### config.mk
export PLATFORM = sky130hd
export DESIGN_NAME = sc3_ctrl_data
export DESIGN_NICKNAME = d
export VERILOG_FILES = /design/src/pkg/sc3_pkg.sv /design/src/hw/sc3_ctrl_data.sv
export SDC_FILE = /design/constraint.sdc
export NUM_CORES = 1
export LEC_CHECK = 0
export BUFFER_PORTS_ARGS = -buffer_cell sky130_fd_sc_hd__buf_2
export CAP_MARGIN = 5
export CORE_MARGIN = 4
export CORE_UTILIZATION = 52
export CTS_CLUSTER_DIAMETER = 100
export DETAILED_ROUTE_END_ITERATION = 6
export HOLD_SLACK_MARGIN = 0.06
export PLACE_DENSITY = 0.87
export RECOVER_POWER = 25
export SLEW_MARGIN = 20
export SYNTH_ARGS = -nofsm -noshare
export SYNTH_HDL_FRONTEND = slang
export SYNTH_SLANG_ARGS = --single-unit
### constraint.sdc
create_clock -name clk -period 1.7 [get_ports clk]
set_input_delay 0 -clock clk [delete_from_list [all_inputs] [get_ports clk]]
set_output_delay 0 -clock clk [all_outputs]
set_load 0.02 [all_outputs]
### src/pkg/sc3_pkg.sv
// Constants for the serial port control-three and data-port block.
// Assumes a single clock domain and an 8-bit register access port.
package sc3_pkg;
    // ==================================================================
    // Address map
    localparam logic [11:0] SC3_BASE_BLOCK    = 12'h200;
    localparam logic [11:0] SC3_BASE_NONBLOCK = 12'h300;
    localparam logic [7:0]  SC3_OFF_CTRL3     = 8'h46;
    localparam logic [7:0]  SC3_OFF_DATA      = 8'h47;
    localparam logic [7:0]  SC3_OFF_STAT1     = 8'h44;
    // ==================================================================
    // Control-three field positions
    localparam int SC3_B_RX9  = 7;
    localparam int SC3_B_TX9  = 6;
    localparam int SC3_B_DIR  = 5;
    localparam int SC3_B_INV  = 4;
    localparam int SC3_B_OVERRUN_IRQ_EN = 3;
    localparam int SC3_B_NOISE_IRQ_EN = 2;
    localparam int SC3_B_FRAMING_IRQ_EN = 1;
    localparam int SC3_B_PARITY_IRQ_EN = 0;
    // Writable bits of control three (receive ninth bit is read-only)
    localparam logic [7:0] SC3_CTRL3_WMASK = 8'h7f;
    // ==================================================================
    // Reset values
    localparam logic [7:0] SC3_CTRL3_RST = 8'h00;
    localparam logic [7:0] SC3_DATA_RST  = 8'h00;
endpackage : sc3_pkg

### src/hw/sc3_ctrl_data.sv
// Control register three and the data port of the asynchronous serial port.
// Assumes the shifters, baud logic and flags live outside on the same clock;
// the line pins arrive already synchronised by the pad logic.
// How it works
// - Received ninth bit readable at control bit 7
// - Control bit 6 is ninth transmit bit
// - Full nine bits handed over on data write
// - Transmit ninth bit kept across frames
// - Single-wire mode: bit 5 set drives pin
// - Bit 4 inverts every transmitted level
// - Overrun flag raises request when enabled
// - Noise flag raises request when enabled
// - Framing flag raises request when enabled
// - Parity flag raises request when enabled
// - Data port: read receive, write transmit
// - Data accesses step flag-clearing sequences
// - Decoded at both global base addresses
// - Noise clears after status read then data read
// - Frame: start 0, LSB first, stop 1
`timescale 1ns/1ps
module sc3_ctrl_data
    import sc3_pkg::*;
(
    input  wire logic        clk,
    input  wire logic        resetn,
    input  wire logic [11:0] reg_addr,
    input  wire logic        reg_rd,
    input  wire logic        reg_wr,
    input  wire logic [7:0]  reg_wdata,
    output logic      [7:0]  reg_rdata,
    input  wire logic        rx_load,
    input  wire logic [7:0]  rx_byte,
    input  wire logic        rx_bit8,
    input  wire logic        overrun_flag,
    input  wire logic        noise_flag,
    input  wire logic        framing_fault_flag,
    input  wire logic        parity_fault_flag,
    input  wire logic        loopback_sel,
    input  wire logic        rx_source_sel,
    input  wire logic        tx_line_raw,
    output logic      [8:0]  tx_word,
    output logic             tx_word_load,
    output logic             data_rd_strobe,
    output logic             data_wr_strobe,
    output logic             status_rd_strobe,
    output logic             tx_pin_o,
    output logic             tx_pin_oe,
    output logic             err_irq
);
    typedef struct packed {
        logic [7:0] ctrl3;
        logic [7:0] rxbuf;
        logic [8:0] txbuf;
        logic       txload;
        logic [7:0] rdata;
    } sc3_state_s;

    sc3_state_s st_q;
    sc3_state_s st_d;

    logic [7:0] off;
    logic       hit;
    logic       sel_c3;
    logic       sel_dp;
    logic       sel_s1;

    // ==================================================================
    // Address decode
    always_comb begin
        off = reg_addr[7:0];
        hit = (reg_addr[11:8] == SC3_BASE_BLOCK[11:8])
            || (reg_addr[11:8] == SC3_BASE_NONBLOCK[11:8]);
        sel_c3 = hit && (off == SC3_OFF_CTRL3);
        sel_dp = hit && (off == SC3_OFF_DATA);
        sel_s1 = hit && (off == SC3_OFF_STAT1);
    end

    // ==================================================================
    // State update
    always_comb begin
        st_d = st_q;
        st_d.txload = 1'b0;
        if (rx_load) begin
            st_d.rxbuf = rx_byte;
            st_d.ctrl3[SC3_B_RX9] = rx_bit8;
        end
        // Ninth bit only changes on a control write, so it is reused
        if (reg_wr && sel_c3) begin
            st_d.ctrl3 = (reg_wdata & SC3_CTRL3_WMASK)
                | (st_d.ctrl3 & ~SC3_CTRL3_WMASK);
        end
        if (reg_wr && sel_dp) begin
            st_d.txbuf = {st_d.ctrl3[SC3_B_TX9], reg_wdata};
            st_d.txload = 1'b1;
        end
        if (reg_rd && sel_c3) begin
            st_d.rdata = st_q.ctrl3;
        end else if (reg_rd && sel_dp) begin
            st_d.rdata = st_q.rxbuf;
        end else if (reg_rd) begin
            st_d.rdata = 8'h00;
        end
    end

    always_ff @(posedge clk or negedge resetn) begin
        if (!resetn) begin
            st_q <= '{ctrl3: SC3_CTRL3_RST, rxbuf: SC3_DATA_RST,
                       txbuf: {SC3_CTRL3_RST[SC3_B_TX9], SC3_DATA_RST},
                       txload: 1'b0,
                       rdata: SC3_DATA_RST};
        end else begin
            st_q <= st_d;
        end
    end

    // ==================================================================
    // Outputs
    logic single_wire;
    assign single_wire      = loopback_sel && rx_source_sel;
    assign reg_rdata        = st_q.rdata;
    assign tx_word          = st_q.txbuf;
    assign tx_word_load     = st_q.txload;
    // Flag logic outside completes its clear sequences on these
    assign data_rd_strobe   = reg_rd && sel_dp;
    assign data_wr_strobe   = reg_wr && sel_dp;
    assign status_rd_strobe = reg_rd && sel_s1;
    // Idle, start, data and stop all flip together with polarity
    assign tx_pin_o  = tx_line_raw ^ st_q.ctrl3[SC3_B_INV];
    assign tx_pin_oe = single_wire ? st_q.ctrl3[SC3_B_DIR] : 1'b1;
    // Enables sit in the same bit order as the flags, so one loop keeps
    // the flag-to-enable pairing in a single place
    logic [3:0] err_flags;
    logic [3:0] err_req;
    assign err_flags = {overrun_flag, noise_flag,
                        framing_fault_flag, parity_fault_flag};
    for (genvar i = 0; i < 4; i++) begin : g_err_req
        assign err_req[i] = err_flags[i]
            && st_q.ctrl3[SC3_B_PARITY_IRQ_EN + i];
    end
    // Flags are levels, so the request stays up while the flag and its enable are both set
    assign err_irq = |err_req;

    // ==================================================================
    // Checks: register access and transmit hand-over
    a_tx_word_load: assert property (@(posedge clk)
        disable iff (!resetn)
        (reg_wr && sel_dp) |=> tx_word_load
            && tx_word == {$past(st_d.ctrl3[SC3_B_TX9]), $past(reg_wdata)})
        else $error("transmit word not loaded");
    a_load_pulse: assert property (@(posedge clk)
        disable iff (!resetn)
        !(reg_wr && sel_dp) |=> !tx_word_load)
        else $error("transmit load without data write");
    a_tx_word_hold: assert property (@(posedge clk)
        disable iff (!resetn)
        !(reg_wr && sel_dp) |=> $stable(tx_word))
        else $error("transmit word changed without write");
    a_tx9_kept: assert property (@(posedge clk)
        disable iff (!resetn)
        !(reg_wr && sel_c3) |=> $stable(st_q.ctrl3[SC3_B_TX9]))
        else $error("ninth transmit bit changed");
    a_ctrl_write: assert property (@(posedge clk)
        disable iff (!resetn)
        (reg_wr && sel_c3) |=>
            st_q.ctrl3[SC3_B_TX9:0] == $past(reg_wdata[SC3_B_TX9:0]))
        else $error("control write did not land");
    a_rx9_capture: assert property (@(posedge clk)
        disable iff (!resetn)
        rx_load |=> st_q.ctrl3[SC3_B_RX9] == $past(rx_bit8))
        else $error("ninth receive bit wrong");
    a_rx9_readonly: assert property (@(posedge clk)
        disable iff (!resetn)
        (reg_wr && sel_c3 && !rx_load) |=>
            $stable(st_q.ctrl3[SC3_B_RX9]))
        else $error("receive ninth bit written");
    a_rxbuf_hold: assert property (@(posedge clk)
        disable iff (!resetn)
        !rx_load |=> $stable(st_q.rxbuf))
        else $error("receive buffer changed without load");
    a_rd_data: assert property (@(posedge clk)
        disable iff (!resetn)
        (reg_rd && sel_dp) |=> reg_rdata == $past(st_q.rxbuf))
        else $error("data read wrong");
    a_rdata_hold: assert property (@(posedge clk)
        disable iff (!resetn)
        !reg_rd |=> $stable(reg_rdata))
        else $error("read data changed without read");
    a_unmapped_rd: assert property (@(posedge clk)
        disable iff (!resetn)
        (reg_rd && !sel_c3 && !sel_dp) |=> reg_rdata == 8'h00)
        else $error("unmapped read not zero");
    a_status_strobe: assert property (@(posedge clk)
        disable iff (!resetn)
        status_rd_strobe |-> (reg_rd && !data_rd_strobe))
        else $error("status strobe without status read");

    // ==================================================================
    // Checks: line pin and error requests
    a_inv_out: assert property (@(posedge clk)
        disable iff (!resetn)
        st_q.ctrl3[SC3_B_INV] |-> tx_pin_o != tx_line_raw)
        else $error("transmit not inverted");
    a_inv_clear: assert property (@(posedge clk)
        disable iff (!resetn)
        !st_q.ctrl3[SC3_B_INV] |-> tx_pin_o == tx_line_raw)
        else $error("transmit inverted while disabled");
    a_dir_single: assert property (@(posedge clk)
        disable iff (!resetn)
        single_wire |-> tx_pin_oe == st_q.ctrl3[SC3_B_DIR])
        else $error("single-wire direction wrong");
    a_oe_normal: assert property (@(posedge clk)
        disable iff (!resetn)
        !single_wire |-> tx_pin_oe)
        else $error("pin not driven outside single-wire");
    a_ovr_irq: assert property (@(posedge clk)
        disable iff (!resetn)
        (overrun_flag && st_q.ctrl3[SC3_B_OVERRUN_IRQ_EN]) |-> err_irq)
        else $error("overrun request missing");
    a_noise_irq: assert property (@(posedge clk)
        disable iff (!resetn)
        (noise_flag && st_q.ctrl3[SC3_B_NOISE_IRQ_EN]) |-> err_irq)
        else $error("noise request missing");
    a_frame_irq: assert property (@(posedge clk)
        disable iff (!resetn)
        (framing_fault_flag && st_q.ctrl3[SC3_B_FRAMING_IRQ_EN]) |-> err_irq)
        else $error("framing request missing");
    a_parity_irq: assert property (@(posedge clk)
        disable iff (!resetn)
        (parity_fault_flag && st_q.ctrl3[SC3_B_PARITY_IRQ_EN]) |-> err_irq)
        else $error("parity request missing");
    a_irq_quiet: assert property (@(posedge clk)
        disable iff (!resetn)
        (st_q.ctrl3[SC3_B_OVERRUN_IRQ_EN:SC3_B_PARITY_IRQ_EN] == 4'h0) |-> !err_irq)
        else $error("request while disabled");
    a_irq_combined: assert property (@(posedge clk)
        disable iff (!resetn)
        err_irq |->
            (err_flags & st_q.ctrl3[SC3_B_OVERRUN_IRQ_EN:SC3_B_PARITY_IRQ_EN]) != 4'h0)
        else $error("request without enabled flag");
endmodule : sc3_ctrl_data

==> results.yml <==
die:
  num_rows: 20
  start_util_pct: 54.3
  fp.coreArea_sq_um: 3080
  dieArea_sq_um: 4190
  dieWidth_um: 64.7
  die_h_um: 64.7
  io_pins: 65
setup_path:
  worstPathArrival_ps: 1290
  endpoint_kind: "primary output"
  critPathMaxFanout: 18
  critPathLaunch: "reg_rd"
  r2r-start: "st_q[26]$_DFFE_PN0P_"
  cp.required_ps: 1700
  crit_path_max_incr_delay_ps: 520
  cp_slowest_cell: "dlygate4sd3_1"
  crit_type: "input pin to primary output"
  path_cells: "dlygate4sd3_1 > buf_2 > nor4b_1 > buf_2"
  cp-start-kind: "input pin"
  cpMostUsedCell: "buf_2"
cells_and_area:
  nets: 239
  areaGrowthSynthToFinish_pct: 28.1
  drive_above_1_share_pct: 52.8
  diodes: 0
  post-route-cell-area_sq_um: 2140
timing:
  drv_slew: 0
  fin_crit_ps: 1290
  timing.final.ws_setup_ps: 413
  setup_viol: 0
  clock.fmax_mhz: 777
  tns_ps: 0
  relSlewSlack_pct: 45.4
  finClkSkew_ps: 7.38
  timing.hold.ws_ps: 82.7
  fin_crit_sh_pct: 75.7
  worstMarginPinSlew_ps: 819
  rsz0062_at_grt: "no"
  hold_violations: 0
placement:
  gp_congestion: 0.691
  hpwl_mm: 2.64
  dp_slack_ps: 457
  port_buffers: 63
  dpl_cell_area_sq_um: 1880
yosys:
  yosysSeqAreaShare_pct: 50.9
  synth_seq_cells: 34
  ys_types: 23
  synthTopCellsByArea: "dfrtp_1 51%, mux2_2 18%, buf_4 7.6%"
  yosysWarnings: 0
  synth.largest_area_cell: "dfrtp_1"
  synth_top_area_share_pct: 50.9
  postSynthAreaPerCell_sq_um: 12.8
  syn-num-nets: 172
  syn_area_sq_um: 1670
  synthCells: 131
drt:
  met1_length_mm: 1.41
  vias_per_cell: 4.93
  drtIter0Drc: 33
  wl_mm: 3.52
  ant_nets: 0
  detail_route.wl_per_cell_um: 14.5
  top_layer: "met4"
  wl_met2_mm: 1.72
  dr.pass1.iters: 4
  wl_met3_um: 229
  drc: 0
  dr_total_vias: 1197
grt:
  grt_pass1_vias: 1308
  grt_max_degree: 35
  grt_pass1_wl_mm: 6.04
  grt.total_usage_pct: 19.0
  antenna_found_initial: 0
  grt_overflow: 0
pwr:
  power_leakage_nw: 1.11
  p_per_area_nw_per_um2: 747
  peakVddDrop_v: 0.000552
outcome:
  status: "completed"
clocking:
  cts-resized-gates: 0
  numCtsBuffers: 5
  clkSinkCount: 34
  postCtsHoldBufs: 19
  clk_latency_ps: 330
  post-cts-setup-buffer-count: 0
  cts_buffer_depth: 2
  h-tree-depth: 2
  clock-root-buffer: "clkbuf_4"
  cts_tree: "yes"
  clk_pin_slew_ps: 100
worst_hold_path:
  hold_path.class: "input pin to flip-flop"
  min_from: "rx_load"
job:
  drv_cap: 0
-- worst max-delay path, delay by kind of cell --
family / cells / cell delay (ps)
buffers and inverters: 3 / 1010
AND/OR/NAND/NOR: 1 / 280
-- state kept, by name, summed over array words and instances (netlist names), named ones only --
name          count
tx_word_load      1
st_q             15
tx_word           9
reg_rdata         8
-- final timing paths --
check,slack [ps],cells after the start,to
worst max register to register,750,3,reg_rdata[0]$_DFFE_PN0P_
min in group asynchronous,300,2,st_q[21]$_DFFE_PN0P_
worst min-delay path,80,2,st_q[25]$_DFFE_PN0P_
worst min register to register,520,1,st_q[22]$_DFFE_PN0P_
worst max-delay path,410,4,status_rd_strobe
max in group asynchronous,890,2,st_q[20]$_DFFE_PN0P_
-- cells in the mapped netlist --
master / number
and4_4: 1
clkbuf_1: 3
xor2_1: 1
nand3_1: 2
nor4b_1: 1
nand2_1: 9
nand3b_1: 1
nand4_1: 1
mux2_4: 7
buf_4: 17
buf_2: 1
dfrtp_1: 34
nand4_4: 1
nor3b_4: 1
and3b_1: 1
o22ai_1: 8
and3_1: 1
a22oi_1: 2
nor2_1: 2
buf_12: 1
and4bb_2: 1
mux2_2: 26
inv_1: 9
-- routing by layer --
layer | track usage, % | vias up
met5 | 0 | -
met1 | 22.2 | 555
met3 | 5.37 | 18
met4 | 11.6 | 0
met2 | 30.7 | 55
li1 | - | 569
-- stage by stage --
step	instances	util [%]	total power, W
floorplan	131	-	0.000938
global placement	216	61.1	0.00101
detailed placement	216	61.1	0.00102
CTS	243	69.7	0.00161
global route	243	69.6	0.00168
finish	243	69.6	0.00160
-- cell families after synthesis --
| logic type | share of synthesized area [%] |
|---|---|
| buffers and inverters | 11.8 |
| and+or+nand+nor | 9.13 |
| xor gates and xnor gates | 0.524 |
| AOI/OAI and AO/OA | 3.89 |
| DFF | 50.9 |
| muxes | 23.8 |
-- cell type report --
cell class                      instances  area (sq um)
Fill cell                             232           935
Sequential cell                        34           851
Tap cell                               44          55.1
Clock inverter                          1          30.0
Inverter                                9          33.8
Multi-Input combinational cell         66           624
Timing Repair Buffer                   82           504
Clock buffer                            7          45.0
-- cells in the final DEF, fill, tap and decap left out --
cell	synthesis	layout
nor2_1	2	2
nand3b_1	1	1
mux2_2	26	26
nand2_1	9	9
o22ai_1	8	8
and3_1	1	1
clkbuf_1	3	3
inv_1	9	9
nand4_1	1	1
nand4_4	1	1
xor2_1	1	1
nor4b_1	1	1
bufinv_16	0	1
mux2_4	7	7
dfrtp_1	34	34
and3b_1	1	1
nor3b_4	1	1
clkbuf_4	0	5
buf_2	1	61
dlygate4sd3_1	0	19
nand3_1	2	2
clkbuf_2	0	1
and4_4	1	1
and4bb_2	1	1
a22oi_1	2	2
-- power by group --
group | internal, W | total, W | leakage [nW] | switching [W]
Combinational | 0.000109 | 0.000189 | 0.621 | 0.0000801
Clock | 0.000312 | 0.000567 | 0.0395 | 0.000255
Sequential | 0.000832 | 0.000845 | 0.454 | 0.0000122
Total | 0.00125 | 0.00160 | 1.11 | 0.000347
Note: power is estimated with default switching activity, not from simulation.
